[src/atf_pkg.sv]
package atf_pkg;
  // Register byte offsets
  localparam logic [7:0] OFF_CONTROL = 8'h00;
  localparam logic [7:0] OFF_START = 8'h04;
  localparam logic [7:0] OFF_DELAY = 8'h08;
  localparam logic [7:0] OFF_RESULT = 8'h0c;
  localparam logic [7:0] OFF_GLOBAL = 8'h10;
  localparam logic [7:0] OFF_AUX = 8'h14;
  // Control register fields
  localparam int CTL_EXT_SEL = 0;
  localparam int CTL_EDGE = 1;
  localparam int CTL_AUTO = 2;
  // Result register fields
  localparam int RES_DATA_W = 13;
  localparam int RES_PEN = 13;
  localparam int RES_OVF = 14;
  localparam int RES_DONE = 15;
  localparam int RES_VALID = 16;
  // Global config field positions
  localparam int GCR_CHAN = 0;
  localparam int GCR_EXTIN = 4;
  localparam int GCR_PREF = 5;
  localparam int GCR_NREF = 7;
  localparam int GCR_TOUCH = 9;
  // Touch driver codes
  localparam logic [2:0] TOUCH_X = 3'h2;
  localparam logic [2:0] TOUCH_Y = 3'h1;
  localparam logic [2:0] TOUCH_Z = 3'h4;
  localparam logic [2:0] TOUCH_PEN = 3'h5;
  // Reset values
  localparam logic [31:0] RST_ZERO = 32'h0;
  localparam logic [7:0] RST_CLK_DIV = 8'h03;
  // Timing
  localparam int CLK_MHZ = 50;
  localparam int GLITCH_NS = 10;
  localparam int GLITCH_CYC = (GLITCH_NS * CLK_MHZ + 999) / 1000;
  localparam int CONV_US = 15;
  localparam int CONV_MHZ = 12;
  localparam int CONV_CYC = CONV_US * CONV_MHZ;
  localparam int FIFO_DEPTH = 4;
  localparam int DLY_DIV = 4;

  typedef enum logic [1:0] {SEQ_IDLE, SEQ_DELAY, SEQ_CONV} atf_seq_t;

  typedef struct packed {
    logic [2:0] touch;
    logic [1:0] nref;
    logic [1:0] pref;
    logic ext_in;
    logic [3:0] chan;
  } atf_route_t;

  typedef struct packed {
    logic ovf;
    logic [12:0] data;
  } atf_entry_t;
endpackage

[src/atf_top.sv]
// The AXI4-Lite interface to the registers and the address map are this design's own decisions.
module atf_top (
  input wire logic clk,
  input wire logic rst,
  // AXI4-Lite write
  input wire logic [7:0] s_axi_awaddr,
  input wire logic s_axi_awvalid,
  output logic s_axi_awready,
  input wire logic [31:0] s_axi_wdata,
  input wire logic [3:0] s_axi_wstrb,
  input wire logic s_axi_wvalid,
  output logic s_axi_wready,
  output logic [1:0] s_axi_bresp,
  output logic s_axi_bvalid,
  input wire logic s_axi_bready,
  // AXI4-Lite read
  input wire logic [7:0] s_axi_araddr,
  input wire logic s_axi_arvalid,
  output logic s_axi_arready,
  output logic [31:0] s_axi_rdata,
  output logic [1:0] s_axi_rresp,
  output logic s_axi_rvalid,
  input wire logic s_axi_rready,
  // Pins and converter core
  input wire logic ext_trigger_in,
  input wire logic aux_clk_in,
  input wire logic pen_detect_in,
  input wire logic [12:0] conv_data_in,
  output logic conv_start,
  output logic conv_clk_en,
  output atf_pkg::atf_route_t route,
  output logic conv_irq_line,
  output logic conv_wake_line
);
  logic aw_hold_q, w_hold_q;
  logic [7:0] awaddr_q;
  logic [31:0] wdata_q;
  logic [2:0] ctl_q;
  logic [15:0] dly_q;
  logic [7:0] aux_q;
  atf_pkg::atf_route_t gcr_q;
  logic [7:0] div_cnt_q;
  logic [7:0] cdel_q;
  logic aux_s1_q, aux_s2_q, aux_s3_q;
  logic tick_q;
  logic trg_s1_q, trg_s2_q, trg_f_q;
  logic [3:0] glitch_q;
  logic pen_s1_q, pen_s2_q;
  logic armed_q, sw_pend_q;
  atf_pkg::atf_seq_t seq_q;
  logic [7:0] dly_cnt_q;
  logic [1:0] dly_div_q;
  logic [7:0] conv_cnt_q;
  logic push_q;
  atf_pkg::atf_entry_t fifo_q [atf_pkg::FIFO_DEPTH];
  logic [1:0] wp_q, rp_q;
  logic [2:0] cnt_q;
  logic ovf_q, done_q;
  logic pop_gap_q, wake_q, irq_q;
  logic wr_fire, rd_fire, sw_start, pop, edge_hit, cc_tick;
  logic [7:0] rd_addr;

  function automatic logic sel_hit(input logic [7:0] a, input logic [7:0] off);
    return a == off;
  endfunction

  // Write channel
  assign wr_fire = aw_hold_q && w_hold_q && !s_axi_bvalid;
  assign sw_start = wr_fire && sel_hit(awaddr_q, atf_pkg::OFF_START);
  assign rd_addr = s_axi_araddr;
  assign rd_fire = s_axi_arvalid && s_axi_arready;
  assign pop = rd_fire && sel_hit(rd_addr, atf_pkg::OFF_RESULT) && cnt_q != 3'h0;

  always_ff @(posedge clk or posedge rst)
    if (rst)
    begin
      aw_hold_q <= 1'b0;
      w_hold_q <= 1'b0;
      awaddr_q <= 8'h00;
      wdata_q <= 32'h0;
      s_axi_bvalid <= 1'b0;
    end
    else
    begin
      if (s_axi_awvalid && s_axi_awready)
      begin
        aw_hold_q <= 1'b1;
        awaddr_q <= s_axi_awaddr;
      end
      if (s_axi_wvalid && s_axi_wready)
      begin
        w_hold_q <= 1'b1;
        wdata_q <= s_axi_wdata;
      end
      if (wr_fire)
      begin
        aw_hold_q <= 1'b0;
        w_hold_q <= 1'b0;
        s_axi_bvalid <= 1'b1;
      end
      else if (s_axi_bready)
        s_axi_bvalid <= 1'b0;
    end

  always_ff @(posedge clk or posedge rst)
    if (rst)
    begin
      s_axi_awready <= 1'b0;
      s_axi_wready <= 1'b0;
    end
    else
    begin
      s_axi_awready <= !aw_hold_q && !(s_axi_awvalid && s_axi_awready) && !s_axi_bvalid;
      s_axi_wready <= !w_hold_q && !(s_axi_wvalid && s_axi_wready) && !s_axi_bvalid;
    end
  assign s_axi_bresp = 2'h0;

  // Config registers; an all-zero strobe blocks the write, any other strobe writes the full word
  always_ff @(posedge clk or posedge rst)
    if (rst)
    begin
      ctl_q <= 3'h0;
      dly_q <= 16'h0;
      aux_q <= atf_pkg::RST_CLK_DIV;
      gcr_q <= '0;
    end
    else if (wr_fire && s_axi_wstrb != 4'h0)
    begin
      if (sel_hit(awaddr_q, atf_pkg::OFF_CONTROL))
        ctl_q <= wdata_q[2:0];
      if (sel_hit(awaddr_q, atf_pkg::OFF_DELAY))
        dly_q <= wdata_q[15:0];
      if (sel_hit(awaddr_q, atf_pkg::OFF_AUX))
        aux_q <= wdata_q[7:0];
      if (sel_hit(awaddr_q, atf_pkg::OFF_GLOBAL))
        gcr_q <= wdata_q[11:0];
    end

  // Read channel, one cycle answer
  always_ff @(posedge clk or posedge rst)
    if (rst)
    begin
      s_axi_arready <= 1'b0;
      s_axi_rvalid <= 1'b0;
      s_axi_rdata <= 32'h0;
    end
    else
    begin
      s_axi_arready <= !s_axi_rvalid && !rd_fire;
      if (rd_fire)
      begin
        s_axi_rvalid <= 1'b1;
        unique case (rd_addr)
          atf_pkg::OFF_CONTROL: s_axi_rdata <= {29'h0, ctl_q};
          atf_pkg::OFF_DELAY: s_axi_rdata <= {16'h0, dly_q};
          atf_pkg::OFF_AUX: s_axi_rdata <= {24'h0, aux_q};
          atf_pkg::OFF_GLOBAL: s_axi_rdata <= {20'h0, gcr_q};
          atf_pkg::OFF_RESULT: s_axi_rdata <= {15'h0, cnt_q != 3'h0, done_q,
            ovf_q | fifo_q[rp_q].ovf, gcr_q.touch == atf_pkg::TOUCH_PEN && pen_s2_q,
            fifo_q[rp_q].data};
          default: s_axi_rdata <= 32'h0;
        endcase
      end
      else if (s_axi_rready)
        s_axi_rvalid <= 1'b0;
    end
  assign s_axi_rresp = 2'h0;

  // Converter clock: divider from clk or synchronised aux clock, then delay taps
  always_ff @(posedge clk or posedge rst)
    if (rst)
    begin
      div_cnt_q <= 8'h00;
      aux_s1_q <= 1'b0;
      aux_s2_q <= 1'b0;
      aux_s3_q <= 1'b0;
      cdel_q <= 8'h00;
      tick_q <= 1'b0;
    end
    else
    begin
      aux_s1_q <= aux_clk_in;
      aux_s2_q <= aux_s1_q;
      aux_s3_q <= aux_s2_q;
      div_cnt_q <= (div_cnt_q >= aux_q[6:0]) ? 8'h00 : div_cnt_q + 8'h01;
      cdel_q <= {cdel_q[6:0], aux_q[7] ? (aux_s2_q && !aux_s3_q) : (div_cnt_q == 8'h00)};
      tick_q <= cdel_q[dly_q[10:8]];
    end
  assign cc_tick = tick_q;
  always_ff @(posedge clk or posedge rst)
    if (rst)
      conv_clk_en <= 1'b0;
    else
      conv_clk_en <= cdel_q[dly_q[10:8]];

  // Trigger input: sync then glitch filter
  always_ff @(posedge clk or posedge rst)
    if (rst)
    begin
      trg_s1_q <= 1'b0;
      trg_s2_q <= 1'b0;
      trg_f_q <= 1'b0;
      glitch_q <= 4'h0;
      pen_s1_q <= 1'b0;
      pen_s2_q <= 1'b0;
    end
    else
    begin
      trg_s1_q <= ext_trigger_in;
      trg_s2_q <= trg_s1_q;
      pen_s1_q <= pen_detect_in;
      pen_s2_q <= pen_s1_q;
      if (trg_s2_q == trg_f_q)
        glitch_q <= 4'h0;
      else if (glitch_q + 4'h1 >= 4'(atf_pkg::GLITCH_CYC))
      begin
        trg_f_q <= trg_s2_q;
        glitch_q <= 4'h0;
      end
      else
        glitch_q <= glitch_q + 4'h1;
    end
  assign edge_hit = trg_f_q != trg_s2_q && glitch_q + 4'h1 >= 4'(atf_pkg::GLITCH_CYC)
    && (trg_s2_q ^ ctl_q[atf_pkg::CTL_EDGE]);

  // Trigger qualification; the sw start is held until a converter tick samples it
  always_ff @(posedge clk or posedge rst)
    if (rst)
    begin
      armed_q <= 1'b0;
      sw_pend_q <= 1'b0;
    end
    else
    begin
      if (sw_start && seq_q == atf_pkg::SEQ_IDLE)
      begin
        if (ctl_q[atf_pkg::CTL_EXT_SEL])
          armed_q <= 1'b1;
        else
          sw_pend_q <= 1'b1;
      end
      if (push_q)
        armed_q <= 1'b0;
      if (seq_q != atf_pkg::SEQ_IDLE)
        sw_pend_q <= 1'b0;
    end

  logic ext_pend_q;
  always_ff @(posedge clk or posedge rst)
    if (rst)
      ext_pend_q <= 1'b0;
    else if (seq_q != atf_pkg::SEQ_IDLE)
      ext_pend_q <= 1'b0;
    else if (edge_hit && ctl_q[atf_pkg::CTL_EXT_SEL] &&
             (ctl_q[atf_pkg::CTL_AUTO] || armed_q))
      ext_pend_q <= 1'b1;

  // Sequencer on converter ticks
  always_ff @(posedge clk or posedge rst)
    if (rst)
    begin
      seq_q <= atf_pkg::SEQ_IDLE;
      dly_cnt_q <= 8'h00;
      dly_div_q <= 2'h0;
      conv_cnt_q <= 8'h00;
      conv_start <= 1'b0;
      push_q <= 1'b0;
    end
    else
    begin
      push_q <= 1'b0;
      if (cc_tick)
        unique case (seq_q)
          atf_pkg::SEQ_IDLE:
            if (sw_pend_q || ext_pend_q)
            begin
              seq_q <= atf_pkg::SEQ_DELAY;
              dly_cnt_q <= dly_q[7:0];
              dly_div_q <= 2'h0;
            end
          atf_pkg::SEQ_DELAY:
          begin
            dly_div_q <= dly_div_q + 2'h1;
            if (dly_cnt_q == 8'h00)
            begin
              seq_q <= atf_pkg::SEQ_CONV;
              conv_start <= 1'b1;
              conv_cnt_q <= 8'(atf_pkg::CONV_CYC - 1);
            end
            else if (dly_div_q == 2'(atf_pkg::DLY_DIV - 1))
              dly_cnt_q <= dly_cnt_q - 8'h01;
          end
          atf_pkg::SEQ_CONV:
          begin
            conv_start <= 1'b0;
            if (conv_cnt_q == 8'h00)
            begin
              seq_q <= atf_pkg::SEQ_IDLE;
              push_q <= 1'b1;
            end
            else
              conv_cnt_q <= conv_cnt_q - 8'h01;
          end
        endcase
    end

  always_ff @(posedge clk or posedge rst)
    if (rst)
      route <= '0;
    else
      route <= gcr_q;

  // Result queue on the system clock
  always_ff @(posedge clk or posedge rst)
    if (rst)
    begin
      wp_q <= 2'h0;
      rp_q <= 2'h0;
      cnt_q <= 3'h0;
      ovf_q <= 1'b0;
      done_q <= 1'b0;
      for (int i = 0; i < atf_pkg::FIFO_DEPTH; i++)
        fifo_q[i] <= '0;
    end
    else
    begin
      if (pop)
      begin
        rp_q <= rp_q + 2'h1;
        fifo_q[rp_q].ovf <= 1'b0;
        ovf_q <= 1'b0;
        done_q <= 1'b0;
      end
      if (push_q)
      begin
        done_q <= 1'b1;
        if (cnt_q == 3'(atf_pkg::FIFO_DEPTH) && !pop)
          ovf_q <= 1'b1;
        else
        begin
          fifo_q[wp_q] <= '{ovf: 1'b0, data: conv_data_in};
          wp_q <= wp_q + 2'h1;
        end
      end
      if (push_q && !(cnt_q == 3'(atf_pkg::FIFO_DEPTH) && !pop) && !pop)
        cnt_q <= cnt_q + 3'h1;
      else if (pop && !push_q)
        cnt_q <= cnt_q - 3'h1;
    end

  // Wake follows queue state directly; irq is one stage later
  always_ff @(posedge clk or posedge rst)
    if (rst)
    begin
      pop_gap_q <= 1'b0;
      wake_q <= 1'b0;
      irq_q <= 1'b0;
    end
    else
    begin
      pop_gap_q <= pop;
      wake_q <= ((cnt_q != 3'h0 || push_q) && !pop) ||
        (gcr_q.touch == atf_pkg::TOUCH_PEN && pen_s2_q);
      // Irq trails wake by one cycle, so its one-cycle gap after a read lands one cycle later
      irq_q <= cnt_q != 3'h0 && !pop_gap_q;
    end
  assign conv_wake_line = wake_q;
  assign conv_irq_line = irq_q;

  a_queue_bound: assert property (@(posedge clk) disable iff (rst)
    cnt_q <= 3'(atf_pkg::FIFO_DEPTH)) else $error("queue count too large");
  a_ovf_on_full: assert property (@(posedge clk) disable iff (rst)
    push_q && cnt_q == 3'(atf_pkg::FIFO_DEPTH) && !pop |=> ovf_q)
    else $error("overflow not flagged");
  a_done_set: assert property (@(posedge clk) disable iff (rst)
    push_q |=> done_q) else $error("done not set");
  a_irq_read_drop: assert property (@(posedge clk) disable iff (rst)
    pop |-> ##2 !conv_irq_line) else $error("irq did not drop");
  a_wake_read_drop: assert property (@(posedge clk) disable iff (rst)
    pop && gcr_q.touch != atf_pkg::TOUCH_PEN |=> !conv_wake_line)
    else $error("wake did not drop");
  a_wake_first: assert property (@(posedge clk) disable iff (rst)
    $rose(conv_irq_line) |-> conv_wake_line) else $error("irq before wake");
  a_busy_ignore: assert property (@(posedge clk) disable iff (rst)
    seq_q == atf_pkg::SEQ_CONV && cc_tick && conv_cnt_q != 8'h00 |=> seq_q == atf_pkg::SEQ_CONV)
    else $error("conversion cut short");
  a_disarm_push: assert property (@(posedge clk) disable iff (rst)
    push_q |=> !armed_q) else $error("trigger still armed");
endmodule // atf_top

[config.mk]
export PLATFORM = sky130hd
export DESIGN_NAME = atf_top
export DESIGN_NICKNAME = d
export VERILOG_FILES = /design/src/atf_pkg.sv /design/src/atf_top.sv
export SDC_FILE = /design/constraint.sdc
export NUM_CORES = 1
export LEC_CHECK = 0
export BUFFER_PORTS_ARGS = -buffer_cell sky130_fd_sc_hd__buf_2
export CORE_ASPECT_RATIO = 1.2
export CORE_MARGIN = 3
export CORE_UTILIZATION = 45
export CTS_CLUSTER_DIAMETER = 80
export CTS_CLUSTER_SIZE = 24
export DETAILED_ROUTE_END_ITERATION = 7
export HOLD_SLACK_MARGIN = 0.12
export SLEW_MARGIN = 30
export SYNTH_ARGS = -nofsm -noshare
export SYNTH_HDL_FRONTEND = slang
export SYNTH_SLANG_ARGS = --single-unit
[constraint.sdc]
create_clock -name clk -period 17.8 [get_ports clk]
set_input_delay 0.89 -clock clk [delete_from_list [all_inputs] [get_ports clk]]
set_output_delay 0.89 -clock clk [all_outputs]
set_load 0.1 [all_outputs]
==> run_results.csv, run 1 <==
group,metric,value,unit
place,io_buffers,96,
timing,timing.final.crit_share,16.7,%
drt,wl,21.2,mm
critical_path,end_kind,"register",
logic_synthesis,synth_top_cell_by_area,"dfrtp_1",
cts,clkSinkCount,221,
critical_path,crit_arrival,3.34,ns
cts,clockRootBuffer,"clkbuf_16",
die,core_area,22400,um2
drt,wl_per_cell,18.4,um
cells_and_area,nNetsFinal,973,
logic_synthesis,synth_async_sr_flop_share,100,%
drt,vias,6324,
timing,rsz0062_at_grt,"no",
logic_synthesis,synth_top_area_share,53.2,%
power,p_per_area,128,nW/um2
timing,hold_slack,0.352,ns
drt,viasPerCell,5.47,
status,status,"completed",
logic_synthesis,syn_area_per_cell,13.1,um2
drt,ant_nets,0,
place,dpl_cell_area,10900,um2
power,worst_ir_drop_vdd,0.0644,mV
cts,htreeDepth,1,
drt,drc_errors,0,
global_route,grt_use_total,17.4,%
place,gp_congestion,0.818,
drt,firstDrtPassIters,4,
cts,clockBufferDepth,3,
logic_synthesis,ys_ff_latch,221,
die,fp.dieArea,24700,um2
die,die_h,172,um
global_route,grt_pass1_wl,34.5,mm
logic_synthesis,synthFlopType,"dfrtp_1",
power,power.total,0.00144,W
logic_synthesis,synthCells,789,
logic_synthesis,yosysMostFrequentCell,"dfrtp_1",
logic_synthesis,synth_area,10300,um2
global_route,grt_max_degree,96,
timing,slew_headroom,34.8,%
timing,period_minus_slack,2.98,ns
logic_synthesis,ys_seq_area_share,53.7,%
cts,cts_resized,0,
cells_and_area,final_area,11300,um2
power,p_leak,5.34,nW
cts,cts_tree,"built",
cells_and_area,antenna_cells,0,
cts,cts_made_buffers,13,
die,die_w,144,um
min_path,min_path_type,"reg2reg",
logic_synthesis,yosysUniqueCellTypes,77,
timing,hold_viol_final,0,
logic_synthesis,synth_edf_count,0,
drt,detailedRoute.firstIterationViolations,293,
run,max-cap-violations,0,
timing,maxSlewViolCount,0,
timing,setup_viol,0,
timing,tns,0,ns
cts,ctsHoldBuffers,0,
critical_path,cp_max_fo,21,
die,num_io_pins,132,
cells_and_area,fillers,1943,
logic_synthesis,yosys_warnings,0,
cells_and_area,syn_to_final_growth,9.78,%
timing,max_freq,0.336,GHz
cts,path_clk_slew,0.09,ns
die,start_util,45.9,%
critical_path,startpoint_type,"input pin",
global_route,grt_pass1_vias,6282,
place,hpwl,15.1,mm
critical_path,path_class,"in2reg",
timing,skew,0.0175,ns
global_route,antenna_found_initial,1,
logic_synthesis,ys_top_cells_by_area,"dfrtp_1 53%, mux2_2 8.4%, mux2_4 5.2%, mux4_2 3.5%, ha_1 3.2%",
logic_synthesis,synth.cells.most_frequent,"219 x dfrtp_1, 77 x mux2_2, 39 x inv_1",
global_route,grt_overflow,0,
timing,tightest_slew,0.978,ns
cells_and_area,drive_gt1_share,30.6,%
cts,insertion_delay,0.48,ns
critical_path,cp.required,18.16,ns
cts,cts_setup_buffers,0,
die,num_rows,60,
[final cells by class]
| type | count | area, um2 | share of cell area, % |
|---|---|---|---|
| clock buffer | 17 | 350 | 3.10 |
| clock inverter | 4 | 77.6 | 0.686 |
| inverter | 40 | 158 | 1.39 |
| multi-input combinational | 493 | 4310 | 38.1 |
| sequential | 221 | 5530 | 48.9 |
| tap | 279 | 349 | 3.09 |
| timing repair buffer | 102 | 526 | 4.65 |
[stage by stage]
step / worst slack (ns) / utilization [%] / cells
final: 14.82 / 50.4 / 1156
after global routing: 14.67 / 50.4 / 1156
after CTS: 14.81 / 50.4 / 1156
after detailed placement: 14.30 / 48.5 / 1135
after global placement: 14.31 / 48.5 / 1135
after floorplan: 10.86 / - / 809
[metal layers]
layer  vias to the layer above  routed length [um]  track usage [%]
li1                       2994                   -                -
met3                        20                 676             2.28
met5                         -                  13                0
met4                         2                 259             3.36
met2                        99               10400             28.7
met1                      3209                9910             25.1
[registers in the layout, summed over array words and instances, names as in the netlist, 2 cells and up]
register / flops
aux_q: 8
awaddr_q: 8
cdel_q: 8
cnt_q: 3
conv_cnt_q: 8
ctl_q: 3
div_cnt_q: 8
dly_cnt_q: 8
dly_div_q: 2
dly_q: 16
fifo_q: 56
gcr_q: 12
glitch_q: 4
route: 12
rp_q: 2
s_axi_rdata: 17
seq_q: 2
wdata_q: 16
wp_q: 2
[cells in the final DEF (no fill, tap or decap), drive strengths merged, types with 5 or more instances in the layout]
cell     Yosys  final
dfrtp      219    219
buf         37    102
a211oi      13     13
conb         1     21
o221ai       5      5
o21ai       23     23
nor3        20     20
nand3       16     16
nor4         8      8
inv         39     40
xnor2        5      5
clkbuf      18     17
a2bb2oi      5      5
a22oi        9      9
ha          26     26
mux2       118    118
nor2        22     22
or3         10     10
a21oi       10     10
nand2       37     37
and2         7      7
mux4        16     16
o21a         6      6
mux2i       21     21
a31oi        8      8
and3         9      9
nor4b        5      5
[worst paths after layout]
path	start	slack [ns]	cells after the start	end
hold reg to reg	aux_s1_q	0.35	0	aux_s2_q
hold / removal	aux_s1_q	0.35	0	aux_s2_q
setup / recovery	s_axi_araddr[2]	14.82	5	fifo_q[24]
max in group asynchronous	rst	15.25	4	cdel_q[0]
min in group asynchronous	rst	0.48	2	fifo_q[52]
setup reg to reg	s_axi_arready	14.96	4	fifo_q[24]
[worst max-delay path, stage by stage]
cell and delay (ns):
buf_2 0.44, inv_1 0.24, o41ai_4 0.47, and3_1 0.86, mux2_2 0.41
[cells by family (layout without fill, tap and decap cells)]
| kind of cell | after synthesis | in the layout | synth area share, % |
|---|---|---|---|
| AOI/OAI and AO/OA | 118 | 118 | 8.40 |
| xor gates and xnor gates | 9 | 9 | 0.765 |
| adders and majority gates | 27 | 27 | 3.35 |
| buffers and inverters | 95 | 163 | 5.21 |
| DFF | 221 | 221 | 53.7 |
| muxes | 155 | 155 | 19.8 |
| other | 1 | 21 | 0.0364 |
| and+or+nand+nor | 163 | 163 | 8.76 |
[power by group]
group	switching (W)	internal, W
Sequential	0.0000760	0.000597
Clock	0.000166	0.000171
Combinational	0.000279	0.000154
Total	0.000522	0.000922
Power figures use the tool's default switching activity.
==> run 2: changes to the inputs <==
Settings changed: ABC_AREA from default to 1, PLACE_DENSITY from default to 0.67.
Clock period 17.8 ns to 2.55 ns, I/O delays scaled along.
==> run 2 against run 1 <==
Flip-flop and latch count unchanged. Largest cell class unchanged. Utilization increased by 3.1 points. Sequential share of layout area decreased by 1.6 points. Synthesized cell count increased by 48%. Largest power group unchanged. Final area increased by 3.3%. Area after synthesis decreased by 2.4%. Via count increased by 25%. Final cell count increased by 38%. Combinational power increased to 10 times the previous value. Non-clock buffer count increased by 60.
==> run_results.csv, run 2 <==
group,metric,value,unit
power,p_leak,6.02,nW
drt,wl_per_cell,14.5,um
timing,hold_slack,0.159,ns
logic_synthesis,ys_top_cells_by_area,"dfrtp_1 55%, nand2_1 14%, o21ai_0 6.3%, inv_1 4.3%, ha_1 3.2%",
critical_path,crit_slowest_cell,"nand2_1",
global_route,grt_max_degree,78,
timing,skew,0.0116,ns
timing,max_freq,0.494,GHz
critical_path,crit_arrival,2.39,ns
logic_synthesis,synth_async_sr_flop_share,100,%
timing,period_minus_slack,2.02,ns
timing,tns,0,ns
timing,tightest_slew,0.825,ns
drt,viasPerCell,4.98,
logic_synthesis,yosys_warnings,0,
power,power_frac_seq,43.3,%
cts,cts_setup_buffers,0,
drt,ant_nets,0,
cts,htreeDepth,1,
global_route,antenna_found_initial,0,
power,swShare,43.1,%
logic_synthesis,synth-simple-area-share,23.0,%
global_route,grt_pass1_vias,7672,
logic_synthesis,synthXorXnorAreaFrac,0.958,%
die,die_h,170,um
cts,path_clk_slew,0.09,ns
logic_synthesis,ys_seq_area_share,55.0,%
cts,cts_resized,0,
timing,timing.final.crit_share,79.4,%
timing,setup_viol,0,
cells_and_area,syn_to_final_growth,16.2,%
die,num_rows,59,
place,io_buffers,96,
cts,cts_tree,"built",
drt,wl,23.2,mm
die,die_w,142,um
die,num_io_pins,132,
critical_path,cp_max_fo,24,
cells_and_area,nNetsFinal,1416,
power,p_sw,0.00499,W
logic_synthesis,synth_top_cell_by_area,"dfrtp_1",
cells_and_area,antenna_cells,0,
cells_and_area,reg_top3,"fifo_q x56, s_axi_rdata x17",
logic_synthesis,yosysMostFrequentCell,"nand2_1",
drt,vias,7930,
min_path,min_path_type,"in2reg",
global_route,grt_use_total,19.3,%
drt,drc_errors,0,
run,max-cap-violations,0,
timing,rsz0062_at_grt,"no",
power,power_frac_comb,37.7,%
cells_and_area,largest_register,"fifo_q",
cts,cts_made_buffers,13,
die,start_util,46.0,%
cells_and_area,drive_gt1_share,11.3,%
logic_synthesis,synth_compound_area_share,9.61,%
logic_synthesis,synthFlopType,"dfrtp_1",
logic_synthesis,synth_area,10100,um2
cts,ctsHoldBuffers,52,
die,core_area,21900,um2
logic_synthesis,synthCells,1170,
place,hpwl,16.3,mm
logic_synthesis,synth_top_area_share,54.5,%
critical_path,crit_chain,"inv_1 > nand3_2 > inv_1 > nand2_1 > nor3_1 > nand2_1 > o21ai_0",
cts,insertion_delay,0.47,ns
cts,clockBufferDepth,3,
logic_synthesis,syn_area_per_cell,8.59,um2
logic_synthesis,yosysUniqueCellTypes,48,
logic_synthesis,synth.cells.most_frequent,"379 x nand2_1, 219 x dfrtp_1, 127 x o21ai_0",
logic_synthesis,ys_ff_latch,221,
global_route,grt_pass1_wl,38.3,mm
critical_path,end_kind,"register",
critical_path,startpoint_type,"register",
timing,hold_viol_final,0,
power,worst_ir_drop_vdd,0.909,mV
status,status,"completed",
logic_synthesis,synth_edf_count,0,
critical_path,critPathMaxStageDelay,0.54,ns
power,p_per_area,992,nW/um2
timing,maxSlewViolCount,0,
timing,slew_headroom,44.9,%
cells_and_area,final_cell_mix,"379 x nand2_1, 219 x dfrtp_1, 127 x o21ai_0, 113 x inv_1, 96 x buf_2",
global_route,grt_overflow,0,
cts,clkSinkCount,221,
power,p_int,0.00660,W
cts,clockRootBuffer,"clkbuf_16",
critical_path,cp.required,2.92,ns
cells_and_area,layout_commonest_cell,"nand2_1",
die,fp.dieArea,24200,um2
place,gp_congestion,0.860,
drt,firstDrtPassIters,7,
critical_path,path_class,"reg2reg",
cells_and_area,largest_reg_flops,56,
logic_synthesis,synthMuxAreaShare,0.199,%
power,p_clk_share,19.0,%
drt,detailedRoute.firstIterationViolations,492,
logic_synthesis,synth_top_family_by_area,"simple AND/OR/NAND/NOR gates",
logic_synthesis,synth_adder_area_share,3.44,%
## run 2: cell count changes after synthesis, sizes merged, moves of 23 or more
cell / before / now
a21oi: 10 / 33
inv: 39 / 118
mux2: 118 / 0
nand2: 37 / 383
nand3: 16 / 64
nor2: 22 / 75
o21ai: 23 / 134
## run 2: logic make-up after synthesis
| group | after synthesis |
|---|---|
| multiplexers | 2 |
| flip-flops | 221 |
| AO/OA/AOI/OAI | 184 |
| adder cells (fa/ha/maj) | 27 |
| XOR/XNOR | 11 |
| buffers and inverters | 175 |
| AND/OR/NAND/NOR | 549 |
| other | 1 |
## run 2: area by class of cell
type / count / area, um2
Clock buffer: 16 / 337
Clock inverter: 4 / 52.6
Fill cell: 1992 / 10200
Inverter: 122 / 467
Multi-Input combinational cell: 794 / 3820
Sequential cell: 221 / 5530
Tap cell: 274 / 343
Timing Repair Buffer: 162 / 1130
## run 2: worst max-delay path, delay by kind of cell (launching register included)
kind	cells	cell delay, ns
DFF	1	0.42
and+or+nand+nor	4	0.91
buffers and inverters	2	0.19
AOI/OAI and AO/OA	1	0.39
## run 2: final timing paths
check                                    from               to  slack [ns]  cells after the start
max in group asynchronous                 rst         aux_q[1]        1.55                      4
worst min register to register       trg_s1_q         trg_s2_q        0.36                      0
min in group asynchronous                 rst   conv_wake_line        0.23                      3
worst max register to register   s_axi_bvalid         gcr_q[2]        0.53                      7
worst min-delay path            s_axi_arvalid  s_axi_rdata[16]        0.16                      5
worst max-delay path             s_axi_bvalid         gcr_q[2]        0.53                      7
## run 2: layer usage
metal  routed length [um]  GRT usage (%)
met1                10500           26.8
met4                  347           3.80
met2                11400           33.4
met3                  922           1.92
met5                    0              0
## run 2: metrics by stage
| stage | power [W] | utilization [%] | worst slack, ns | instances | area (um2) |
|---|---|---|---|---|---|
| 2_1_floorplan | 0.00831 | - | -0.458 | 1190 | 10100 |
| 3_3_place_gp | 0.00919 | 49.3 | 0.613 | 1521 | 10800 |
| 3_5_place_dp | 0.00931 | 49.3 | 0.585 | 1521 | 10800 |
| 4_1_cts | 0.0117 | 53.5 | 0.545 | 1593 | 11700 |
| 5_1_grt | 0.0124 | 53.5 | 0.306 | 1593 | 11700 |
| 6_report | 0.0116 | 53.5 | 0.526 | 1593 | 11700 |
## run 2: power groups by stage
stage | registers, W | clock network (W) | logic (W)
2_1_floorplan | 0.00610 | 0 | 0.00221
3_3_place_gp | 0.00505 | 0 | 0.00414
3_5_place_dp | 0.00508 | 0 | 0.00423
4_1_cts | 0.00502 | 0.00227 | 0.00439
5_1_grt | 0.00511 | 0.00240 | 0.00487
6_report | 0.00502 | 0.00220 | 0.00437
